$ cat src/inc/spd_defs.vh
// Constants for the strap pin mode decoder: levels, register map, fields, reset values and counts
`ifndef SPD_DEFS_VH
`define SPD_DEFS_VH

// Decoded three-level strap states
`define SPD_LVL_LOW 2'h0
`define SPD_LVL_HIGH 2'h1
`define SPD_LVL_MID 2'h2

// Register byte offsets
`define SPD_OFS_CTRL 4'h0
`define SPD_OFS_STATUS 4'h4
`define SPD_OFS_CAL_CNT 4'h8

// Control register fields
`define SPD_CTRL_FS_ADJ_LSB 0
`define SPD_CTRL_FS_ADJ_W 9
`define SPD_CTRL_RESET 32'h00000100

// Status register fields
`define SPD_ST_SHARED_LSB 0
`define SPD_ST_CALPIN_LSB 2
`define SPD_ST_RSTSEL_LSB 4
`define SPD_ST_ECE_LSB 6
`define SPD_ST_EXT_CTRL 8
`define SPD_ST_FS_HIGH 9
`define SPD_ST_DIFF_RST 10
`define SPD_ST_DUAL_EDGE 11
`define SPD_ST_CAL_DLY 12
`define SPD_ST_SER_EN 13
`define SPD_ST_CAL_DONE 14

// Full-scale codes used when the range comes from the pin
`define SPD_FS_CODE_LOW 9'h000
`define SPD_FS_CODE_HIGH 9'h1FF

// Cycles after reset release before straps are taken for the power-up decode
`define SPD_SETTLE_CYCLES 4'h4

// AXI responses
`define SPD_RESP_OKAY 2'h0
`define SPD_RESP_SLVERR 2'h2

`endif

$ cat src/verilog/spd_strap_decoder.v
// Strap pin mode decoder with AXI4-Lite status and full-scale adjust register
// Overview of operation
// - Shared pin selects range only when single-ended, pin-controlled
// - Shared pin low selects reduced input range
// - Shared pin high selects higher input range
// - Shared pin mid or floating enables extended control
// - Dedicated enable pin overrides shared-pin enable
// - Reset-select low makes shared pin reset negative
// - Differential reset mode forces higher range
// - Shared pin high/low: delay pin sets calibration delay
// - Shared pin floating: delay pin is serial chip select
// - Delay pin mid selects dual-edge I-only sampling
// - Sample on falling edge of input clock
// - Range from pin normally, register when extended
// - Dedicated enable low activates extended control
`timescale 1ns/1ps
module spd_strap_decoder #(
	parameter CAL_DLY_SHORT = 32'd4096,
	parameter CAL_DLY_LONG = 32'd65536
) (
	input wire CORE_CLK,
	input wire NRST,
	input wire SHARED_ABOVE_HI,
	input wire SHARED_BELOW_LO,
	input wire CAL_PIN_ABOVE_HI,
	input wire CAL_PIN_BELOW_LO,
	input wire RST_SEL_ABOVE_HI,
	input wire RST_SEL_BELOW_LO,
	input wire ECE_PIN_ABOVE_HI,
	input wire ECE_PIN_BELOW_LO,
	input wire SAMPLE_CLK_P,
	output reg FULL_SCALE_SELECT,
	output reg [8:0] FULL_SCALE_CODE,
	output reg EXT_CTRL_ACTIVE,
	output reg ALTERNATE_EXT_CTRL_ENABLE,
	output reg OUT_CLOCK_RESET_DIFF_SELECT,
	output reg OUT_CLOCK_RESET_NEG,
	output reg CAL_DELAY_SELECT,
	output reg SERIAL_CHIP_SELECT_N,
	output reg SERIAL_IF_ENABLE,
	output reg DUAL_EDGE_SAMPLING,
	output reg I_SAMPLE,
	output reg Q_SAMPLE,
	output reg CAL_START,
	input wire [3:0] S_AXI_AWADDR,
	input wire S_AXI_AWVALID,
	output wire S_AXI_AWREADY,
	input wire [31:0] S_AXI_WDATA,
	input wire [3:0] S_AXI_WSTRB,
	input wire S_AXI_WVALID,
	output wire S_AXI_WREADY,
	output reg [1:0] S_AXI_BRESP,
	output reg S_AXI_BVALID,
	input wire S_AXI_BREADY,
	input wire [3:0] S_AXI_ARADDR,
	input wire S_AXI_ARVALID,
	output wire S_AXI_ARREADY,
	output reg [31:0] S_AXI_RDATA,
	output reg [1:0] S_AXI_RRESP,
	output reg S_AXI_RVALID,
	input wire S_AXI_RREADY
);
`include "spd_defs.vh"

	localparam ST_SETTLE = 3'h1;
	localparam ST_COUNT = 3'h2;
	localparam ST_DONE = 3'h4;

	// Floating or driven high counts as not-low on two-way-decoded pins
	function is_not_low;
		input [1:0] lvl;
		begin
			is_not_low = (lvl != `SPD_LVL_LOW);
		end
	endfunction
	function [31:0] byte_merge;
		input [31:0] old_val;
		input [31:0] new_val;
		input [3:0] strb;
		integer i;
		begin
			byte_merge = old_val;
			for (i = 0; i < 4; i = i + 1) begin
				if (strb[i]) begin
					byte_merge[i * 8 +: 8] = new_val[i * 8 +: 8];
				end
			end
		end
	endfunction

	wire [1:0] shared_lvl;
	wire [1:0] cal_lvl;
	wire [1:0] rst_sel_lvl;
	wire [1:0] ece_lvl;

	spd_trilevel u_shared (
		.clk(CORE_CLK),
		.nrst(NRST),
		.above_hi(SHARED_ABOVE_HI),
		.below_lo(SHARED_BELOW_LO),
		.level_q(shared_lvl)
	);
	spd_trilevel u_cal (
		.clk(CORE_CLK),
		.nrst(NRST),
		.above_hi(CAL_PIN_ABOVE_HI),
		.below_lo(CAL_PIN_BELOW_LO),
		.level_q(cal_lvl)
	);
	spd_trilevel u_rst_sel (
		.clk(CORE_CLK),
		.nrst(NRST),
		.above_hi(RST_SEL_ABOVE_HI),
		.below_lo(RST_SEL_BELOW_LO),
		.level_q(rst_sel_lvl)
	);
	spd_trilevel u_ece (
		.clk(CORE_CLK),
		.nrst(NRST),
		.above_hi(ECE_PIN_ABOVE_HI),
		.below_lo(ECE_PIN_BELOW_LO),
		.level_q(ece_lvl)
	);

	reg [31:0] ctrl_q;
	reg clk_sync1_q;
	reg clk_sync2_q;
	reg clk_prev_q;
	reg [2:0] state_q;
	reg [2:0] state_d;
	reg [3:0] settle_q;
	reg [31:0] cal_cnt_q;
	reg [31:0] cal_cnt_d;
	reg cal_long_q;
	reg diff_rst_d;
	reg shared_role_d;
	reg ext_d;
	reg alt_ext_d;
	reg fs_high_d;
	reg [8:0] fs_code_d;
	reg ser_en_d;
	reg des_d;
	reg cal_dly_d;
	wire clk_fall = clk_prev_q && !clk_sync2_q;
	wire clk_rise = !clk_prev_q && clk_sync2_q;

	// Pin role resolution: reset-select first, then dedicated enable, then shared pin
	always @* begin
		diff_rst_d = !is_not_low(rst_sel_lvl);
		shared_role_d = !diff_rst_d && is_not_low(ece_lvl);
		alt_ext_d = shared_role_d && (shared_lvl == `SPD_LVL_MID);
		if (ece_lvl == `SPD_LVL_LOW) begin
			ext_d = 1'b1;
		end else if (ece_lvl == `SPD_LVL_HIGH) begin
			ext_d = 1'b0;
		end else begin
			ext_d = alt_ext_d;
		end
		if (diff_rst_d) begin
			fs_high_d = 1'b1;
		end else if (shared_lvl == `SPD_LVL_LOW) begin
			fs_high_d = 1'b0;
		end else begin
			fs_high_d = 1'b1;
		end
		if (ext_d) begin
			fs_code_d = ctrl_q[`SPD_CTRL_FS_ADJ_LSB +: `SPD_CTRL_FS_ADJ_W];
		end else if (fs_high_d) begin
			fs_code_d = `SPD_FS_CODE_HIGH;
		end else begin
			fs_code_d = `SPD_FS_CODE_LOW;
		end
		ser_en_d = (shared_lvl == `SPD_LVL_MID);
		// In serial use the delay pin carries no delay meaning
		cal_dly_d = !ser_en_d && (cal_lvl == `SPD_LVL_HIGH);
		des_d = (cal_lvl == `SPD_LVL_MID);
	end

	// Sampling clock arrives from a pin, so it is synchronised before edge detection
	always @(posedge CORE_CLK or negedge NRST) begin
		if (!NRST) begin
			clk_sync1_q <= 1'b0;
			clk_sync2_q <= 1'b0;
			clk_prev_q <= 1'b0;
		end else begin
			clk_sync1_q <= SAMPLE_CLK_P;
			clk_sync2_q <= clk_sync1_q;
			clk_prev_q <= clk_sync2_q;
		end
	end

	always @(posedge CORE_CLK or negedge NRST) begin
		if (!NRST) begin
			FULL_SCALE_SELECT <= 1'b1;
			FULL_SCALE_CODE <= `SPD_FS_CODE_HIGH;
			EXT_CTRL_ACTIVE <= 1'b0;
			ALTERNATE_EXT_CTRL_ENABLE <= 1'b0;
			OUT_CLOCK_RESET_DIFF_SELECT <= 1'b0;
			OUT_CLOCK_RESET_NEG <= 1'b0;
			SERIAL_CHIP_SELECT_N <= 1'b1;
			SERIAL_IF_ENABLE <= 1'b0;
			DUAL_EDGE_SAMPLING <= 1'b0;
			I_SAMPLE <= 1'b0;
			Q_SAMPLE <= 1'b0;
		end else begin
			FULL_SCALE_SELECT <= fs_high_d;
			FULL_SCALE_CODE <= fs_code_d;
			EXT_CTRL_ACTIVE <= ext_d;
			ALTERNATE_EXT_CTRL_ENABLE <= alt_ext_d;
			OUT_CLOCK_RESET_DIFF_SELECT <= diff_rst_d;
			// Negative half of the reset pair; low when the pin has another role
			OUT_CLOCK_RESET_NEG <= diff_rst_d && (shared_lvl == `SPD_LVL_HIGH);
			SERIAL_IF_ENABLE <= ser_en_d;
			SERIAL_CHIP_SELECT_N <= !(ser_en_d && cal_lvl == `SPD_LVL_LOW);
			DUAL_EDGE_SAMPLING <= des_d;
			I_SAMPLE <= clk_fall || (des_d && clk_rise);
			Q_SAMPLE <= clk_fall && !des_d;
		end
	end

	// Power-up calibration delay: straps are taken once after they settle, not tracked later
	always @* begin
		state_d = state_q;
		cal_cnt_d = cal_cnt_q;
		case (state_q)
			ST_SETTLE: begin
				if (settle_q == `SPD_SETTLE_CYCLES) begin
					state_d = ST_COUNT;
					cal_cnt_d = cal_dly_d ? CAL_DLY_LONG : CAL_DLY_SHORT;
				end
			end
			ST_COUNT: begin
				if (cal_cnt_q == 32'h00000000) begin
					state_d = ST_DONE;
				end else if (clk_fall) begin
					cal_cnt_d = cal_cnt_q - 32'h00000001;
				end
			end
			ST_DONE: begin
				state_d = ST_DONE;
			end
			default: begin
				state_d = ST_SETTLE;
			end
		endcase
	end

	always @(posedge CORE_CLK or negedge NRST) begin
		if (!NRST) begin
			state_q <= ST_SETTLE;
			settle_q <= 4'h0;
			cal_cnt_q <= 32'h00000000;
			cal_long_q <= 1'b0;
			CAL_DELAY_SELECT <= 1'b0;
			CAL_START <= 1'b0;
		end else begin
			state_q <= state_d;
			cal_cnt_q <= cal_cnt_d;
			CAL_START <= (state_q == ST_COUNT) && (state_d == ST_DONE);
			if (state_q == ST_SETTLE) begin
				settle_q <= settle_q + 4'h1;
				cal_long_q <= cal_dly_d;
				CAL_DELAY_SELECT <= cal_dly_d;
			end
		end
	end

	// AXI4-Lite slave: address and data are held separately so either may come first
	reg aw_held_q;
	reg w_held_q;
	reg [3:0] aw_addr_q;
	reg [31:0] w_data_q;
	reg [3:0] w_strb_q;
	reg [31:0] rdata_d;
	reg [1:0] rresp_d;
	reg [31:0] status_w;
	assign S_AXI_AWREADY = !aw_held_q && !S_AXI_BVALID;
	assign S_AXI_WREADY = !w_held_q && !S_AXI_BVALID;
	assign S_AXI_ARREADY = !S_AXI_RVALID;

	always @(posedge CORE_CLK or negedge NRST) begin
		if (!NRST) begin
			aw_held_q <= 1'b0;
			w_held_q <= 1'b0;
			aw_addr_q <= 4'h0;
			w_data_q <= 32'h00000000;
			w_strb_q <= 4'h0;
			ctrl_q <= `SPD_CTRL_RESET;
			S_AXI_BVALID <= 1'b0;
			S_AXI_BRESP <= `SPD_RESP_OKAY;
		end else begin
			if (S_AXI_AWVALID && S_AXI_AWREADY) begin
				aw_held_q <= 1'b1;
				aw_addr_q <= S_AXI_AWADDR;
			end
			if (S_AXI_WVALID && S_AXI_WREADY) begin
				w_held_q <= 1'b1;
				w_data_q <= S_AXI_WDATA;
				w_strb_q <= S_AXI_WSTRB;
			end
			if (aw_held_q && w_held_q) begin
				aw_held_q <= 1'b0;
				w_held_q <= 1'b0;
				S_AXI_BVALID <= 1'b1;
				if ({aw_addr_q[3:2], 2'h0} == `SPD_OFS_CTRL) begin
					ctrl_q <= byte_merge(ctrl_q, w_data_q, w_strb_q) & 32'h000001FF;
					S_AXI_BRESP <= `SPD_RESP_OKAY;
				end else if ({aw_addr_q[3:2], 2'h0} == `SPD_OFS_STATUS || {aw_addr_q[3:2], 2'h0} == `SPD_OFS_CAL_CNT) begin
					// Read-only registers ignore the data but answer OKAY
					S_AXI_BRESP <= `SPD_RESP_OKAY;
				end else begin
					S_AXI_BRESP <= `SPD_RESP_SLVERR;
				end
			end else if (S_AXI_BVALID && S_AXI_BREADY) begin
				S_AXI_BVALID <= 1'b0;
			end
		end
	end

	always @* begin
		status_w = 32'h00000000;
		status_w[`SPD_ST_SHARED_LSB +: 2] = shared_lvl;
		status_w[`SPD_ST_CALPIN_LSB +: 2] = cal_lvl;
		status_w[`SPD_ST_RSTSEL_LSB +: 2] = rst_sel_lvl;
		status_w[`SPD_ST_ECE_LSB +: 2] = ece_lvl;
		status_w[`SPD_ST_EXT_CTRL] = EXT_CTRL_ACTIVE;
		status_w[`SPD_ST_FS_HIGH] = FULL_SCALE_SELECT;
		status_w[`SPD_ST_DIFF_RST] = OUT_CLOCK_RESET_DIFF_SELECT;
		status_w[`SPD_ST_DUAL_EDGE] = DUAL_EDGE_SAMPLING;
		status_w[`SPD_ST_CAL_DLY] = cal_long_q;
		status_w[`SPD_ST_SER_EN] = SERIAL_IF_ENABLE;
		status_w[`SPD_ST_CAL_DONE] = (state_q == ST_DONE);
		rdata_d = 32'h00000000;
		rresp_d = `SPD_RESP_OKAY;
		case (S_AXI_ARADDR[3:2])
			2'h0: begin
				rdata_d = ctrl_q;
			end
			2'h1: begin
				rdata_d = status_w;
			end
			2'h2: begin
				rdata_d = cal_cnt_q;
			end
			default: begin
				rresp_d = `SPD_RESP_SLVERR;
			end
		endcase
	end

	always @(posedge CORE_CLK or negedge NRST) begin
		if (!NRST) begin
			S_AXI_RVALID <= 1'b0;
			S_AXI_RDATA <= 32'h00000000;
			S_AXI_RRESP <= `SPD_RESP_OKAY;
		end else begin
			if (S_AXI_ARVALID && S_AXI_ARREADY) begin
				S_AXI_RVALID <= 1'b1;
				S_AXI_RDATA <= rdata_d;
				S_AXI_RRESP <= rresp_d;
			end else if (S_AXI_RVALID && S_AXI_RREADY) begin
				S_AXI_RVALID <= 1'b0;
			end
		end
	end
endmodule // spd_strap_decoder

$ cat src/verilog/spd_trilevel.v
// Three-level strap input synchroniser and decoder
`timescale 1ns/1ps
module spd_trilevel (
	input wire clk,
	input wire nrst,
	input wire above_hi,
	input wire below_lo,
	output reg [1:0] level_q
);
`include "spd_defs.vh"

	reg [1:0] sync1_q;
	reg [1:0] sync2_q;
	reg [1:0] level_d;

	// Two flops before the comparator bits are looked at
	always @(posedge clk or negedge nrst) begin
		if (!nrst) begin
			sync1_q <= 2'h0;
			sync2_q <= 2'h0;
		end else begin
			sync1_q <= {above_hi, below_lo};
			sync2_q <= sync1_q;
		end
	end

	// A floating pin rests at mid supply, so neither comparator trips
	always @* begin
		level_d = `SPD_LVL_MID;
		if (sync2_q[1] && !sync2_q[0]) begin
			level_d = `SPD_LVL_HIGH;
		end else if (sync2_q[0] && !sync2_q[1]) begin
			level_d = `SPD_LVL_LOW;
		end
	end

	always @(posedge clk or negedge nrst) begin
		if (!nrst) begin
			level_q <= `SPD_LVL_MID;
		end else begin
			level_q <= level_d;
		end
	end
endmodule // spd_trilevel
$ cat config.mk
export PLATFORM = sky130hd
export DESIGN_NAME = spd_strap_decoder
export DESIGN_NICKNAME = d
export VERILOG_FILES = /design/src/verilog/spd_strap_decoder.v /design/src/verilog/spd_trilevel.v
export VERILOG_INCLUDE_DIRS = /design/src /design/src/inc
export SDC_FILE = /design/constraint.sdc
export NUM_CORES = 1
export LEC_CHECK = 0
export ABC_CLOCK_PERIOD_IN_PS = 2650
export BUFFER_PORTS_ARGS = -buffer_cell sky130_fd_sc_hd__buf_2
export CAP_MARGIN = 20
export CORE_MARGIN = 5
export CORE_UTILIZATION = 49
export DETAILED_ROUTE_END_ITERATION = 6
export GPL_ROUTABILITY_DRIVEN = 0
export GPL_TIMING_DRIVEN = 0
export PLACE_DENSITY_LB_ADDON = 0.05
export RECOVER_POWER = 50
export SYNTH_ARGS = -nofsm -noshare
export SYNTH_HDL_FRONTEND = slang
export SYNTH_SLANG_ARGS = --single-unit
$ cat constraint.sdc
create_clock -name CORE_CLK -period 2.65 [get_ports CORE_CLK]
set_clock_uncertainty 0.15 [all_clocks]
set_input_delay 0.53 -clock CORE_CLK [delete_from_list [all_inputs] [get_ports CORE_CLK]]
set_output_delay 0.53 -clock CORE_CLK [all_outputs]
set_load 0.1 [all_outputs]
After elaboration in Yosys (flattened, before gate mapping)
Cells that the tools add are included.
{ "totals": {"reg_bits": 151, "out_inout_bits": 62, "input_bits": 60, "ramBits": 0, "mem_bits_ro": 0, "memories": 0, "latchBits": 0, "wordCells": 159} }
{ "classes": {"bitwise_logic": 0, "mux": 34, "div": 0, "reduce_logical": 63, "n_mul": 0, "n_lt_le_gt_ge": 0, "n_eq_ne": 17, "shifts": 0, "n_addsub": 2} }
{ "op_table": {"columns": ["op", "n"], "rows": [
  ["$mux W32", 3],
  ["$pmux W32 S3", 1],
  ["$pmux W32 S2", 1],
  ["$logic_not A32 Y1", 1],
  ["$sub A32 B1 Y32 const B", 1],
  ["$logic_and A1 B1 Y1", 26],
  ["$mux W2", 11],
  ["$logic_not A1 Y1", 18],
  ["$mux W9", 2],
  ["$mux W17", 1],
  ["$reduce_bool A2 Y1", 7],
  ["$mux W1", 12],
  ["$eq A2 B1 Y1 const B", 5],
  ["$logic_not A2 Y1", 5],
  ["$pmux W3 S3", 1],
  ["$eq A2 B2 Y1 const B", 4],
  ["$eq A3 B3 Y1 const B", 2],
  ["$mux W3", 2],
  ["$ne A2 B2 Y1 const B", 3],
  ["$reduce_and A3 Y1", 2],
  ["$add A4 B1 Y4 const B", 1],
  ["$eq A4 B3 Y1 const B", 1],
  ["$reduce_and A4 Y1", 1],
  ["$eq A3 B1 Y1 const B", 1],
  ["other kinds (3)", 4]
]} }

Depth between registers and ports, before layout
{ "depth": {"word_depth": 6, "depth_mapped": 10, "mapped_depth_nobuf": 8} }

By module
From an unflattened synthesis, not the netlist that was laid out.
{ "unflattened": {"hier_cells": 532, "hier_area_um2": 6069.6} }
{ "by_module_without_submodules": {"columns": ["module", "area_each_um2", "n_inst", "cells_each", "seq_area_each_um2"], "rows": [
  ["spd_strap_decoder", 5398.9, 1, 500, 3094.2],
  ["spd_trilevel", 167.7, 4, 8, 151.4]
]} }

Worst setup path after synthesis
OpenSTA, ideal clock, no wires.
{ "synth_path": {"path_kind": "register -> register", "start": "reg S_AXI_BVALID", "end": "reg w_data_q[1]", "setup_ps": 125, "setup_slack_ps": -833, "path_buffers": 1, "t_required_ps": 2375, "arrival_ps": 3209, "synth_period_minus_slack_ps": 3483, "path_stages_with_launch": 5, "path_cell_list": "dfrtp_1 > nor2_1 > and2_1 > clkbuf_1 > mux2_2"} }
{ "synth_between": {"elab_chain_len": 3} }
{ "synth_lines": {"columns": ["element", "line", "rtl"], "rows": [
  ["start, declared", "spd_strap_decoder.v:53", "output reg S_AXI_BVALID,"],
  ["start signal, assigned", "spd_strap_decoder.v:289", "S_AXI_BVALID <= 1'b0;"],
  ["start signal, assigned", "spd_strap_decoder.v:304", "S_AXI_BVALID <= 1'b1;"],
  ["start signal, assigned", "spd_strap_decoder.v:315", "S_AXI_BVALID <= 1'b0;"],
  ["$logic_not A1 Y1", "spd_strap_decoder.v:278", "assign S_AXI_WREADY = !w_held_q && !S_AXI_BVALID;"],
  ["$logic_and A1 B1 Y1", "spd_strap_decoder.v:278", null],
  ["net S_AXI_WREADY", "spd_strap_decoder.v:51", "output wire S_AXI_WREADY,"],
  ["$logic_and A1 B1 Y1", "spd_strap_decoder.v:296", "if (S_AXI_WVALID && S_AXI_WREADY) begin"],
  ["end signal, assigned", "spd_strap_decoder.v:286", "w_data_q <= 32'h00000000;"],
  ["end signal, assigned", "spd_strap_decoder.v:298", "w_data_q <= S_AXI_WDATA;"],
  ["end, declared", "spd_strap_decoder.v:272", "reg [31:0] w_data_q;"]
]} }
The timed path passes the listed nets, and every way through them passes these cells.
A chain may end at the register's enable or synchronous reset.

Worst setup path in the final report
{ "layout_path": {"start": "reg cal_cnt_q[12]", "end": "reg cal_cnt_q[31]"} }
{ "layout_between": {"elab_chain_len": 4, "elab_cells_between_ends": 7, "classes_between": "add/sub: 1; eq/ne: 1; mux: 3; reduce/logical: 2"} }
{ "layout_lines": {"columns": ["element", "line", "rtl"], "rows": [
  ["start, declared", "spd_strap_decoder.v:132", "reg [31:0] cal_cnt_q;"],
  ["start signal, assigned", "spd_strap_decoder.v:258", "cal_cnt_q <= cal_cnt_d;"],
  ["$sub A32 B1 Y32", "spd_strap_decoder.v:236", "cal_cnt_d = cal_cnt_q - 32'h00000001;"],
  ["$mux W32", "spd_strap_decoder.v:235", "end else if (clk_fall) begin"],
  ["$mux W32", "spd_strap_decoder.v:233", "if (cal_cnt_q == 32'h00000000) begin"],
  ["$pmux W32 S2", "spd_strap_decoder.v:225", "case (state_q)"]
]} }
Several ways; a longest one is shown, not always the timed one. The select of a mux whose other input is x is not followed.

==> results_dict.tcl <==
set metrics [dict create \
    status "completed" \
    die_h_um 122 \
    critPathKind "register to register" \
    final.fill_count 1038 \
    grt_max_degree 94 \
    postRouteAntennaNets 0 \
    grt-ovfl-total 0 \
    worst_pin_slew_ps 1340 \
    cts_htree_levels 4 \
    fin_nets 727 \
    p_leak_nw 3.55 \
    reg2reg_to "cal_cnt_q[31]$_DFFE_PN0P_" \
    path_max_fanout 10 \
    period_minus_slack_ps 2610 \
    synth.top_cell.area_share_pct 53.1 \
    netlist_instances 536 \
    crit_path_start "cal_cnt_q[12]$_DFFE_PN0P_" \
    areaGrowthSynthToFinish_pct 23.9 \
    total_power_w 0.00987 \
    worstPathArrival_ps 2810 \
    die_x_um 122 \
    ys_ff_latch 147 \
    clock_latency_ps 420 \
    wl_um 14200 \
    drc_errors 0 \
    post-route-period-util_pct 98.5 \
    top_usage_layer "met2" \
    clkSinkCount 147 \
    vdd_drop_max_mv 0.975 \
    hold_violations 0 \
    clock_path_buffers 2 \
    grt_pass1_vias 4601 \
    dp_hpwl_um 9870 \
    via_count 4547 \
    cts_root_buf "clkbuf_16" \
    seq_area_sq_um 3700 \
    n_antenna_cell 0 \
    ys_seq_area_share_pct 60.4 \
    critPathMaxStageDelay_ps 540 \
    cts_tree "built" \
    synthArstFlopShare_pct 100 \
    grt_use_met3_pct 5.20 \
    rsz0062_at_grt "yes" \
    grtUsageMet2_pct 32.8 \
    met1_usage_pct 24.6 \
    yosys.area.top_type "dfrtp_1" \
    start_util_pct 50.5 \
    io_pins 122 \
    clkTransAtPathRegs_ps 60 \
    num_rows 40 \
    synthTopCellsByArea "dfrtp_1 53%, dfstp_2 7.3%, mux2_2 4.0%" \
    via_per_inst 5.41 \
    synth.distinct_cells 62 \
    worstSetupEndpointType "register" \
    dieArea_sq_um 14800 \
    cp_slowest_cell "or4_4" \
    ys_warn_count 0 \
    avgSynthCellArea_sq_um 11.4 \
    yosys_most_used_dff "dfrtp_1" \
    grt_pass1_wl_um 22900 \
    cp_data_required_time_ps 2850 \
    grt_use_total_pct 19.9 \
    core_area_sq_um 12100 \
    r2r_cells 6 \
    holdCritPathClass "input pin to register" \
    report.final.slew_viol_count 0 \
    port_buffers 90 \
    drtIter0Drc 199 \
    start_kind "register" \
    setup_slack_ps 39.4 \
    path_cells "or4_4, buf_6, or3_4, nor3b_4, or4b_4, a21oi_2" \
    regToRegStartpoint "cal_cnt_q[12]$_DFFE_PN0P_" \
    first_pass_iters 4 \
    dp_slack_ps -373 \
    setup_viol 0 \
    slew_headroom_pct 10.4 \
    whs_path_depth 1 \
    syn_area_sq_um 6120 \
    wl_per_cell_um 16.8 \
    r2r_slack_ps 40 \
    fmax_mhz 383 \
    powerDensity_nw_per_um2 1300 \
    drv_cap 0 \
    antenna_found_initial 0 \
    drive_above_1_share_pct 32.1 \
    multi_input_area_sq_um 2340 \
    synth_edf_count 0 \
    utilization_pct 62.6 \
    numCtsBuffers 17 \
    endpoint "cal_cnt_q[31]$_DFFE_PN0P_" \
]
==> placed cells by master (no fill, tap or decap), types with 4 or more instances in the layout <==
| cell | synthesis | layout |
|---|---|---|
| or3_1 | 11 | 10 |
| dfrtp_2 | 0 | 4 |
| o21ai_0 | 31 | 31 |
| buf_2 | 5 | 90 |
| dfrtp_1 | 130 | 126 |
| nor2b_1 | 4 | 4 |
| a21oi_1 | 30 | 29 |
| a22oi_1 | 6 | 6 |
| o21ai_1 | 5 | 5 |
| or4_1 | 11 | 8 |
| or4_4 | 1 | 4 |
| clkbuf_16 | 0 | 17 |
| clkbuf_1 | 14 | 16 |
| nand3_1 | 5 | 4 |
| nor4_1 | 7 | 5 |
| mux2i_1 | 12 | 12 |
| inv_1 | 17 | 16 |
| ha_1 | 7 | 6 |
| nand2_1 | 44 | 44 |
| xor2_1 | 4 | 4 |
| dfstp_2 | 17 | 14 |
| buf_4 | 3 | 13 |
| inv_6 | 0 | 7 |
| nand4_1 | 6 | 6 |
| mux2_2 | 22 | 22 |
| or2_2 | 4 | 4 |
| nor3_1 | 9 | 7 |
| nor2_1 | 51 | 48 |
| nand2b_1 | 7 | 7 |
| a22o_1 | 17 | 17 |
| o31ai_1 | 6 | 6 |
==> critical path: cells and delay by family, from the launching register on <==
family,cells,cell delay (ps)
AOI/OAI and AO/OA,1,150
and+or+nand+nor,4,1630
DFF,1,440
buffers and inverters,1,160
==> logic make-up (layout without fill, tap and decap cells) <==
kind of cell | count (synthesis) | in the layout | synth area share, %
compound gates | 116 | 116 | 12.4
mux | 34 | 34 | 6.01
fa+ha+maj | 7 | 7 | 1.43
buf+inv | 41 | 177 | 2.92
other cells | 1 | 2 | 0.0613
flops | 147 | 147 | 60.4
simple gates | 183 | 183 | 15.8
xor+xnor | 7 | 7 | 1.00
==> per-layer routing <==
layer	routed length [um]	part of all wire, %
met5	0	0
met2	7050	50
met1	5940	42
met3	798	5.6
met4	383	2.7
==> per-stage QoR <==
step	hold slack (ps)	cell area [sq um]	TNS, ps	cells
finish	61.8	7580	0	841
global route	46.7	7580	-207	841
CTS	46.9	7500	0	835
detailed placement	185	6840	-7430	797
global placement	183	6800	-156040	795
floorplan	84.4	6140	0	537
==> cell type report <==
type	count	share of cell area (%)
Timing Repair Buffer	104	7.46
Clock inverter	15	1.91
Clock buffer	17	5.61
Inverter	18	0.908
Multi-Input combinational cell	349	30.9
Sequential cell	147	48.9
Tap cell	168	2.77
Buffer	23	1.62
==> worst min path at each step <==
stage	start	to	slack, ps
6_report	SHARED_BELOW_LO	u_shared.sync1_q[0]$_DFF_PN0_	60
5_1_grt	CAL_PIN_BELOW_LO	u_cal.sync1_q[0]$_DFF_PN0_	50
4_1_cts	SHARED_BELOW_LO	u_shared.sync1_q[0]$_DFF_PN0_	50
3_5_place_dp	u_rst_sel.sync1_q[0]$_DFF_PN0_	u_rst_sel.sync2_q[0]$_DFF_PN0_	180
3_3_place_gp	u_ece.sync1_q[0]$_DFF_PN0_	u_ece.sync2_q[0]$_DFF_PN0_	180
2_1_floorplan	NRST	ALTERNATE_EXT_CTRL_ENABLE$_DFF_PN0_	80
==> state kept, by name, indices dropped and copies added, names as in the netlist, 2 cells and up <==
register / count
u_cal.sync1_q: 2
w_strb_q: 2
u_cal.sync2_q: 2
cal_cnt_q: 32
u_shared.sync2_q: 2
u_shared.level_q: 2
u_rst_sel.sync2_q: 2
u_rst_sel.level_q: 2
u_ece.sync1_q: 2
u_shared.sync1_q: 2
aw_addr_q: 2
u_ece.level_q: 2
S_AXI_RDATA: 32
u_rst_sel.sync1_q: 2
state_q: 3
settle_q: 4
u_cal.level_q: 2
FULL_SCALE_CODE: 9
ctrl_q: 9
u_ece.sync2_q: 2
w_data_q: 9
==> repair_timing <==
action | 4_1_cts | 5_1_grt
hold endpoints to repair | 52 | 0
endpoints found under the setup margin | 30 | 24
setup buffers | 5 | 6
hold buffers | 1 | 0
pin swaps | 3 | 1
gates resized for setup | 9 | 16
==> cell usage after synthesis (3+ instances only) <==
library cell and count:
mux2i_1 12, dfrtp_1 130, nor3_1 9, or2_2 4, a22o_1 17, o31ai_1 6
buf_2 5, a22oi_1 6, nor4_1 7, mux2_2 22, o21ai_1 5, buf_4 3
ha_1 7, nand4_1 6, o41ai_1 3, inv_1 17, dfstp_2 17, a21oi_1 30
o2111ai_1 3, nand3_1 5, o21ai_0 31, nor2b_1 4, xnor2_1 3, nand2_1 44
xor2_1 4, clkbuf_1 14, nand2b_1 7, or4_1 11, nor2_1 51, or3_1 11
==> power by group <==
part	internal [W]	switching, W	total, W
clock	0.00132	0.000991	0.00231
sequential	0.00289	0.000550	0.00344
combinational	0.00130	0.00283	0.00413
Note: power is estimated with default switching activity, not from simulation.
